`config.mk`:
```
export PLATFORM = sky130hd
export DESIGN_NAME = lcd_parallel_master_port
export DESIGN_NICKNAME = d
export VERILOG_FILES = /design/src/verilog/lcd_port_pkg.sv /design/src/verilog/lcd_parallel_master_port.sv
export SDC_FILE = /design/constraint.sdc
export NUM_CORES = 1
export LEC_CHECK = 0
export ABC_AREA = 1
export BUFFER_PORTS_ARGS = -buffer_cell sky130_fd_sc_hd__clkbuf_2
export CORE_MARGIN = 5
export CORE_UTILIZATION = 51
export DETAILED_ROUTE_END_ITERATION = 16
export PLACE_DENSITY = 0.79
export SLEW_MARGIN = 30
export SYNTH_ARGS = -nofsm -noshare
export SYNTH_HDL_FRONTEND = slang
export SYNTH_SLANG_ARGS = --single-unit
export TNS_END_PERCENT = 5
```
`constraint.sdc`:
```
create_clock -name pclk -period 2.6 [get_ports pclk]
set_input_delay 0.13 -clock pclk [delete_from_list [all_inputs] [get_ports pclk]]
set_output_delay 0.13 -clock pclk [all_outputs]
set_load 0.02 [all_outputs]
```
`src/verilog/lcd_port_pkg.sv`:
```
package lcd_port_pkg;

  localparam int unsigned ADDR_W = 5;

  // Register byte offsets
  localparam logic [ADDR_W-1:0] CTRL_A_OFS = 5'h00;
  localparam logic [ADDR_W-1:0] CTRL_B_OFS = 5'h04;
  localparam logic [ADDR_W-1:0] STATUS_OFS = 5'h08;
  localparam logic [ADDR_W-1:0] MASK_OFS   = 5'h0c;
  localparam logic [ADDR_W-1:0] DATA_OFS   = 5'h10;

  // Field widths
  localparam int unsigned SETUP_HOLD_W = 2;
  localparam int unsigned STROBE_W     = 4;
  localparam int unsigned SLEEP_W      = 2;
  localparam int unsigned CNT_W        = 4;

  // Reset values
  localparam logic [7:0] CTRL_A_RST = 8'h00;
  localparam logic [7:0] CTRL_B_RST = 8'h00;
  localparam logic [7:0] MASK_RST   = 8'h00;
  localparam logic [7:0] DATA_RST   = 8'h00;

  // Bus style encoding of bus_style_select
  localparam logic STYLE_8080 = 1'b0;
  localparam logic STYLE_6800 = 1'b1;

  typedef struct packed {
    logic                    busy_polarity_low;
    logic                    bus_style_select;
    logic [SETUP_HOLD_W-1:0] addr_setup_hold_len;
    logic [STROBE_W-1:0]     strobe_width_len;
  } ctrl_a_t;

  typedef struct packed {
    logic [SLEEP_W-1:0] sleep_wait_len;
    logic               status_addr_level;
    logic               inactive_width_match;
    logic               cycle_type_select_bit;
    logic               iface_enable;
    logic               read_command;
    logic               reg_select_level;
  } ctrl_b_t;

  typedef struct packed {
    logic write_or_rw_pin;
    logic read_or_enable_pin;
    logic reg_select_pin;
    logic chip_select_pin;
  } disp_pins_t;

  typedef enum logic [2:0] {
    ST_IDLE   = 3'b000,
    ST_SETUP  = 3'b001,
    ST_STROBE = 3'b011,
    ST_HOLD   = 3'b010,
    ST_GAP    = 3'b110,
    ST_SLEEP  = 3'b111
  } cyc_state_t;

endpackage

```
`src/verilog/lcd_parallel_master_port.sv`:
```
// Contract
// - Display pins driven only while iface_enable set; otherwise returned to port use.
// - After reset every display signal is held high.
// - bus_style_select picks 6800 or 8080 access convention.
// - Pin roles follow style; chip select and data bus same in both.
// - cycle_type_select_bit picks normalized or special waveforms for both styles.
// - One 2-bit setting gives address setup and hold, 1 to 4 clocks.
// - Strobe width is a 4-bit setting, 1 to 16 clocks.
// - Sleep wait of 1 to 4 clocks between consecutive accesses.
// - Full cycle is setup plus strobe plus hold plus sleep, plus a strobe-width gap before sleep with inactive_width_match.
// - inactive_width_match keeps strobe inactive for the strobe width.
// - Optional automatic busy check after every read or write access.
// - Busy status reads drive register select pin to status_addr_level.
// - Busy engine rereads status until all masked bits deasserted.
// - busy_polarity_low set means masked bits busy while low.
// - All-zero busy mask means no busy check.
// - Busy flag set at cycle start, cleared after final sleep wait.
// - Writing the data register starts one write cycle while enabled.
// - Setting read_command starts one read cycle while enabled.
// - Captured byte readable from data register; each read restarts a read.
// - read_command clears itself as soon as its read cycle starts.
// - With busy checking, sleep wait sits between access and busy check.
`timescale 1ns/10ps
module lcd_parallel_master_port (
  input  wire logic                              pclk,
  input  wire logic                              presetn,
  input  wire logic                              psel,
  input  wire logic                              penable,
  input  wire logic                              pwrite,
  input  wire logic [lcd_port_pkg::ADDR_W-1:0]   paddr,
  input  wire logic [31:0]                       pwdata,
  output logic      [31:0]                       prdata,
  output logic                                   pready,
  output logic                                   pslverr,
  output logic                                   port_owned,
  output logic                                   write_or_rw_pin,
  output logic                                   read_or_enable_pin,
  output logic                                   reg_select_pin,
  output logic                                   chip_select_pin,
  output logic      [7:0]                        display_data_out,
  output logic                                   display_data_oe_n,
  input  wire logic [7:0]                        display_data_bus
);

  lcd_port_pkg::ctrl_a_t    ctrl_a_reg;
  lcd_port_pkg::ctrl_b_t    ctrl_b_reg;
  logic [7:0]               busy_mask_reg;
  logic [7:0]               wr_data_reg;
  logic [7:0]               rd_data_reg;
  logic                     port_busy_flag;
  lcd_port_pkg::cyc_state_t state_reg;
  lcd_port_pkg::cyc_state_t state_next;
  logic [lcd_port_pkg::CNT_W-1:0] cnt_reg;
  logic [lcd_port_pkg::CNT_W-1:0] cnt_next;
  logic                     op_write_reg;
  logic                     op_status_reg;
  logic                     op_rs_reg;
  logic                     status_ready_reg;
  logic                     apb_access;
  logic                     apb_wr;
  logic                     apb_rd;
  logic                     unmapped;
  logic                     start_write;
  logic                     start_read;
  logic                     can_start;
  logic                     check_on;
  logic                     last_cnt;
  logic                     seq_done;
  logic                     read_done;
  logic                     strobe_end;
  logic                     status_ready;
  logic [7:0]               busy_bits;
  logic [lcd_port_pkg::CNT_W-1:0] ash_cnt;
  logic [lcd_port_pkg::CNT_W-1:0] acc_cnt;
  logic [lcd_port_pkg::CNT_W-1:0] slw_cnt;
  lcd_port_pkg::disp_pins_t pins_next;
  logic                     drive_next;

  // Bus decode
  assign apb_access = psel && penable && pready;
  assign apb_wr     = apb_access && pwrite;
  assign apb_rd     = apb_access && !pwrite;
  assign unmapped   = (paddr != lcd_port_pkg::CTRL_A_OFS) && (paddr != lcd_port_pkg::CTRL_B_OFS)
                   && (paddr != lcd_port_pkg::STATUS_OFS) && (paddr != lcd_port_pkg::MASK_OFS)
                   && (paddr != lcd_port_pkg::DATA_OFS);

  assign ash_cnt = lcd_port_pkg::CNT_W'(ctrl_a_reg.addr_setup_hold_len);
  assign acc_cnt = ctrl_a_reg.strobe_width_len;
  assign slw_cnt = lcd_port_pkg::CNT_W'(ctrl_b_reg.sleep_wait_len);
  assign last_cnt = (cnt_reg == '0);

  assign check_on = |busy_mask_reg;

  assign busy_bits = ctrl_a_reg.busy_polarity_low ? (~display_data_bus & busy_mask_reg)
                                                  : (display_data_bus & busy_mask_reg);
  assign status_ready = ~|busy_bits;

  assign can_start = ctrl_b_reg.iface_enable && (state_reg == lcd_port_pkg::ST_IDLE)
                  && !port_busy_flag;
  assign start_write = can_start && apb_wr && (paddr == lcd_port_pkg::DATA_OFS);
  // read on command or data read
  assign start_read  = can_start && !start_write
                    && (ctrl_b_reg.read_command
                        || (apb_rd && (paddr == lcd_port_pkg::DATA_OFS)));

  assign strobe_end = (state_reg == lcd_port_pkg::ST_STROBE) && last_cnt;
  assign seq_done   = (state_reg == lcd_port_pkg::ST_SLEEP) && last_cnt
                   && (!check_on || (op_status_reg && status_ready_reg));
  assign read_done  = seq_done && !op_write_reg;

  always_comb begin
    state_next = state_reg;
    cnt_next   = cnt_reg;
    case (state_reg)
      lcd_port_pkg::ST_IDLE: begin
        if (start_write || start_read) begin
          state_next = lcd_port_pkg::ST_SETUP;
          cnt_next   = ash_cnt;
        end
      end
      lcd_port_pkg::ST_SETUP: begin
        if (last_cnt) begin
          state_next = lcd_port_pkg::ST_STROBE;
          cnt_next   = acc_cnt;
        end else begin
          cnt_next = cnt_reg - 1'b1;
        end
      end
      lcd_port_pkg::ST_STROBE: begin
        if (last_cnt) begin
          state_next = lcd_port_pkg::ST_HOLD;
          cnt_next   = ash_cnt;
        end else begin
          cnt_next = cnt_reg - 1'b1;
        end
      end
      lcd_port_pkg::ST_HOLD: begin
        if (!last_cnt) begin
          cnt_next = cnt_reg - 1'b1;
        end else if (ctrl_b_reg.inactive_width_match) begin
          state_next = lcd_port_pkg::ST_GAP;
          cnt_next   = acc_cnt;
        end else begin
          state_next = lcd_port_pkg::ST_SLEEP;
          cnt_next   = slw_cnt;
        end
      end
      lcd_port_pkg::ST_GAP: begin
        if (last_cnt) begin
          state_next = lcd_port_pkg::ST_SLEEP;
          cnt_next   = slw_cnt;
        end else begin
          cnt_next = cnt_reg - 1'b1;
        end
      end
      lcd_port_pkg::ST_SLEEP: begin
        if (!last_cnt) begin
          cnt_next = cnt_reg - 1'b1;
        end else if (seq_done) begin
          state_next = lcd_port_pkg::ST_IDLE;
        end else begin
          state_next = lcd_port_pkg::ST_SETUP;
          cnt_next   = ash_cnt;
        end
      end
      default: begin
        state_next = lcd_port_pkg::ST_IDLE;
        cnt_next   = '0;
      end
    endcase
  end

  always_ff @(posedge pclk or negedge presetn) begin
    if (!presetn) begin
      state_reg <= lcd_port_pkg::ST_IDLE;
      cnt_reg   <= '0;
    end else if (!ctrl_b_reg.iface_enable) begin
      state_reg <= lcd_port_pkg::ST_IDLE;
      cnt_reg   <= '0;
    end else begin
      state_reg <= state_next;
      cnt_reg   <= cnt_next;
    end
  end

  // Operation kind for the current cycle
  always_ff @(posedge pclk or negedge presetn) begin
    if (!presetn) begin
      op_write_reg  <= 1'b0;
      op_status_reg <= 1'b0;
      op_rs_reg     <= 1'b0;
    end else if (state_reg == lcd_port_pkg::ST_IDLE) begin
      op_write_reg  <= start_write;
      op_status_reg <= 1'b0;
      op_rs_reg     <= ctrl_b_reg.reg_select_level;
    end else if ((state_reg == lcd_port_pkg::ST_SLEEP) && last_cnt && check_on) begin
      op_write_reg  <= 1'b0;
      op_status_reg <= 1'b1;
      op_rs_reg     <= ctrl_b_reg.status_addr_level;
    end
  end

  // Capture read byte and status verdict
  always_ff @(posedge pclk or negedge presetn) begin
    if (!presetn) begin
      rd_data_reg      <= lcd_port_pkg::DATA_RST;
      status_ready_reg <= 1'b0;
    end else if (strobe_end && !op_write_reg) begin
      if (op_status_reg) begin
        status_ready_reg <= status_ready;
      end else begin
        rd_data_reg      <= display_data_bus;
        status_ready_reg <= 1'b0;
      end
    end
  end

  always_ff @(posedge pclk or negedge presetn) begin
    if (!presetn) begin
      port_busy_flag <= 1'b0;
    end else if (start_write || start_read) begin
      port_busy_flag <= 1'b1;
    end else if (seq_done || !ctrl_b_reg.iface_enable) begin
      port_busy_flag <= 1'b0;
    end
  end

  // Control registers
  always_ff @(posedge pclk or negedge presetn) begin
    if (!presetn) begin
      ctrl_a_reg    <= lcd_port_pkg::CTRL_A_RST;
      ctrl_b_reg    <= lcd_port_pkg::CTRL_B_RST;
      busy_mask_reg <= lcd_port_pkg::MASK_RST;
      wr_data_reg   <= lcd_port_pkg::DATA_RST;
    end else begin
      if (apb_wr && (paddr == lcd_port_pkg::CTRL_A_OFS)) begin
        ctrl_a_reg <= pwdata[7:0];
      end
      if (apb_wr && (paddr == lcd_port_pkg::CTRL_B_OFS)) begin
        ctrl_b_reg <= pwdata[7:0];
      end else if (start_read || read_done) begin
        ctrl_b_reg.read_command <= 1'b0;
      end
      if (apb_wr && (paddr == lcd_port_pkg::MASK_OFS)) begin
        busy_mask_reg <= pwdata[7:0];
      end
      if (start_write) begin
        wr_data_reg <= pwdata[7:0];
      end
    end
  end

  // Bus slave answer with one wait state
  always_ff @(posedge pclk or negedge presetn) begin
    if (!presetn) begin
      pready  <= 1'b0;
      pslverr <= 1'b0;
      prdata  <= '0;
    end else begin
      pready  <= psel && penable && !pready;
      pslverr <= psel && penable && !pready && unmapped;
      if (psel && penable && !pready && !pwrite) begin
        case (paddr)
          lcd_port_pkg::CTRL_A_OFS: prdata <= {24'h000000, ctrl_a_reg};
          lcd_port_pkg::CTRL_B_OFS: prdata <= {24'h000000, ctrl_b_reg};
          lcd_port_pkg::STATUS_OFS: prdata <= {31'h00000000, port_busy_flag};
          lcd_port_pkg::MASK_OFS:   prdata <= {24'h000000, busy_mask_reg};
          lcd_port_pkg::DATA_OFS:   prdata <= {24'h000000, rd_data_reg};
          default:                  prdata <= '0;
        endcase
      end
    end
  end

  always_comb begin
    pins_next  = '1;
    drive_next = 1'b0;
    if (ctrl_a_reg.bus_style_select == lcd_port_pkg::STYLE_6800) begin
      pins_next.read_or_enable_pin = 1'b0;
    end
    if ((state_reg == lcd_port_pkg::ST_SETUP) || (state_reg == lcd_port_pkg::ST_STROBE)
        || (state_reg == lcd_port_pkg::ST_HOLD)) begin
      pins_next.reg_select_pin  = op_rs_reg;
      pins_next.chip_select_pin = ctrl_b_reg.cycle_type_select_bit
                                  ? (state_reg != lcd_port_pkg::ST_STROBE) : 1'b0;
      drive_next                = op_write_reg;
      if (ctrl_a_reg.bus_style_select == lcd_port_pkg::STYLE_6800) begin
        pins_next.write_or_rw_pin    = !op_write_reg;
        pins_next.read_or_enable_pin = (state_reg == lcd_port_pkg::ST_STROBE);
      end else if (state_reg == lcd_port_pkg::ST_STROBE) begin
        pins_next.write_or_rw_pin    = !op_write_reg;
        pins_next.read_or_enable_pin = op_write_reg;
      end
    end
  end

  always_ff @(posedge pclk or negedge presetn) begin
    if (!presetn) begin
      port_owned         <= 1'b0;
      write_or_rw_pin    <= 1'b1;
      read_or_enable_pin <= 1'b1;
      reg_select_pin     <= 1'b1;
      chip_select_pin    <= 1'b1;
      display_data_out   <= 8'hff;
      display_data_oe_n  <= 1'b1;
    end else if (!ctrl_b_reg.iface_enable) begin
      port_owned         <= 1'b0;
      write_or_rw_pin    <= 1'b1;
      read_or_enable_pin <= 1'b1;
      reg_select_pin     <= 1'b1;
      chip_select_pin    <= 1'b1;
      display_data_out   <= 8'hff;
      display_data_oe_n  <= 1'b1;
    end else begin
      port_owned         <= 1'b1;
      write_or_rw_pin    <= pins_next.write_or_rw_pin;
      read_or_enable_pin <= pins_next.read_or_enable_pin;
      reg_select_pin     <= pins_next.reg_select_pin;
      chip_select_pin    <= pins_next.chip_select_pin;
      display_data_out   <= wr_data_reg;
      display_data_oe_n  <= !drive_next;
    end
  end

endmodule

```
==> results.yml <==
run_status:
  outcome: "completed"
cells_and_area:
  multiInputGateArea_mm2: 0.001775
  nNetsFinal: 580
  instances_no_fill: 635
  area_growth_syn_to_layout_pct: 11.38
  final_cell_area_mm2: 0.004581
  fillers: 736
  regArea_mm2: 0.001918
  drive_above_1_share_pct: 25.52
  diodes: 0
sta:
  fin_crit_ns: 1.961
  slew_violations: 0
  worst_pin_slew_ns: 0.7013
  fin_skew_ns: 0.009289
  slew_headroom_pct: 53.25
  setup-tns-final_ns: 0
  post-route-period-util_pct: 75.42
  fmax_mhz: 510.0
  finalSetupViolations: 0
  finalHoldViolCount: 0
  rsz0062_at_grt: "no"
  timing.hold.ws_ns: 0.009403
  fin_ws_ns: 0.6391
drt:
  drt_iter0_drc: 268
  remaining_drc_errors: 0
  wl_per_cell_um: 14.70
  routed-via-count: 3290
  dr.pass1.iters: 5
  drt-total-wl_um: 9334
  ant_nets: 0
  viasPerCell: 5.181
setup_path:
  worst-path-max-fanout: 9
  worstPathCellList: "inv_1 > ha_1 > inv_1 > nor2_1 > nand2_1 > nand3_1 > nand2_1 > nor2_1 > nand2_1 > nand2_1 > o21ai_1"
  start_kind: "flop"
  crit_family: "simple AND/OR/NAND/NOR gates"
  slowest_stage: "dfrtp_1"
  cp_data_arrival_time_ns: 2.21
  cp.required_ns: 2.85
  crit_buf_inv: 2
  worstSetupEndpointType: "flop"
  path_common_cell: "nand2_1"
  crit_type: "flop to flop"
  slowest_delay_ns: 0.44
yosys:
  synth_area_mm2: 0.004113
  synthTopCellsByCount: "nand2_1 (120), dfrtp_1 (63), inv_1 (54)"
  synth_cell_types: 44
  ys.flop_type: "dfrtp_1"
  netlist_top_cells_area: "dfrtp_1 (38%), nand2_1 (11%), dfstp_2 (8.3%)"
  yosysMostFrequentCell: "nand2_1"
  yosysWarnings: 0
  synth-edff-count: 0
  avgSynthCellArea_um2: 8.677
  synth-seq-area-share_pct: 46.64
  synthArstFlopShare_pct: 100.0
  synthCells: 474
  yosysTopAreaCellShare_pct: 38.33
  synth.largest_area_cell: "dfrtp_1"
  ys_ff_latch: 76
global_route:
  grt_pass1_wl_um: 15640
  grt_use_total_pct: 19.89
  grt_max_degree: 77
  grt_overflow_total: 0
  antenna_found_initial: 0
  grt_pass1_vias: 3210
place:
  gp_congestion: 0.9286
  dp.cells: 613
  place_area_mm2: 0.004288
  dp_slack_ns: 0.6629
  hpwl_um: 7048
  port_buffers: 49
floorplan:
  start_util_pct: 52.68
  die_w_um: 99.80
  boundaryPins: 98
  rows: 32
  core_mm2: 0.007807
  die_area_mm2: 0.009960
  die_h_um: 99.80
cts:
  clockBufferDepth: 2
  cts_tree: "done"
  cts_hold_buf: 6
  cts.sinks: 76
  cts_resized: 0
  path_clk_slew_ns: 0.08
  cts-buffers-inserted: 9
  htreeDepth: 3
  clock_latency_ns: 0.36
  root_buffer: "clkbuf_8"
  cts_setup_buffers: 0
power:
  powerDensity_mw_per_mm2: 817.1
  cellLeakagePower_uw: 0.002306
  ir_worst_vdd_mv: 0.3593
flow_run:
  cap_viol_max_count: 0
worst_hold_path:
  min_path_type: "input pin to flop"
==> through the flow <==
stage | total power [uW] | utilization, %
after floorplan | 2476 | -
after global placement | 2678 | 54.92
after detailed placement | 2726 | 54.92
after CTS | 3767 | 58.62
after global routing | 4007 | 58.67
final | 3743 | 58.67
==> layout by cell type (no fill, tap or decap), drive strengths merged, types with 11 or more instances in the layout <==
cell,count
inv,58
nand2,131
nand3,25
o22ai,11
conb,24
dfstp,13
o21ai,71
nor2,27
dfrtp,63
clkbuf,57
or2,11
==> power by group <==
group	internal, uW	leakage (uW)	switching [uW]	total (uW)
registers	1380	0.000942	137	1510
logic	406	0.00125	793	1200
clock network	555	0.000112	476	1030
==> cells by family after synthesis <==
family	share of synthesized area (%)
AO/OA/AOI/OAI	14.54
flip-flops	46.64
other	0.09118
adder cells (fa/ha/maj)	0.6084
buffers and inverters	12.29
AND/OR/NAND/NOR	25.19
XOR/XNOR	0.6390
==> worst min-delay path, cell delays in order <==
cell      delay, ns
clkbuf_2       0.11
nand2_2        0.05
o21ai_2        0.04
==> metal layers <==
metal	wire, um	track usage, %	vias up
met2	4614	32.79	105
met4	206	7.878	0
met3	566	4.170	16
li1	-	-	1595
met1	3946	25.67	1574
met5	0	0	-
==> area by class of cell <==
class	instances	area share [%]
Inverter	56	4.616
Clock buffer	9	2.704
Timing Repair Buffer	56	6.965
Multi-Input combinational cell	329	38.76
Clock inverter	7	2.294
Sequential cell	76	41.87
Tap cell	102	2.786
==> path summary, 6_finish.rpt <==
check                      cells after the start  slack [ns]                            to                   start
min reg2reg                                    2        0.46      reg_select_pin$_DFF_PN1_   op_rs_reg$_DFFE_PN0P_
max                                           11        0.64        cnt_reg[1]$_DFFE_PN0P_  cnt_reg[0]$_DFFE_PN0P_
min in group asynchronous                      2        0.34         prdata[6]$_DFFE_PN0P_                 presetn
max reg2reg                                   11        0.64        cnt_reg[1]$_DFFE_PN0P_  cnt_reg[0]$_DFFE_PN0P_
min                                            3       0.009    rd_data_reg[5]$_DFFE_PN0P_     display_data_bus[5]
max in group asynchronous                      2        1.78  status_ready_reg$_DFFE_PN0P_                 presetn
Power figures use the tool's default switching activity.
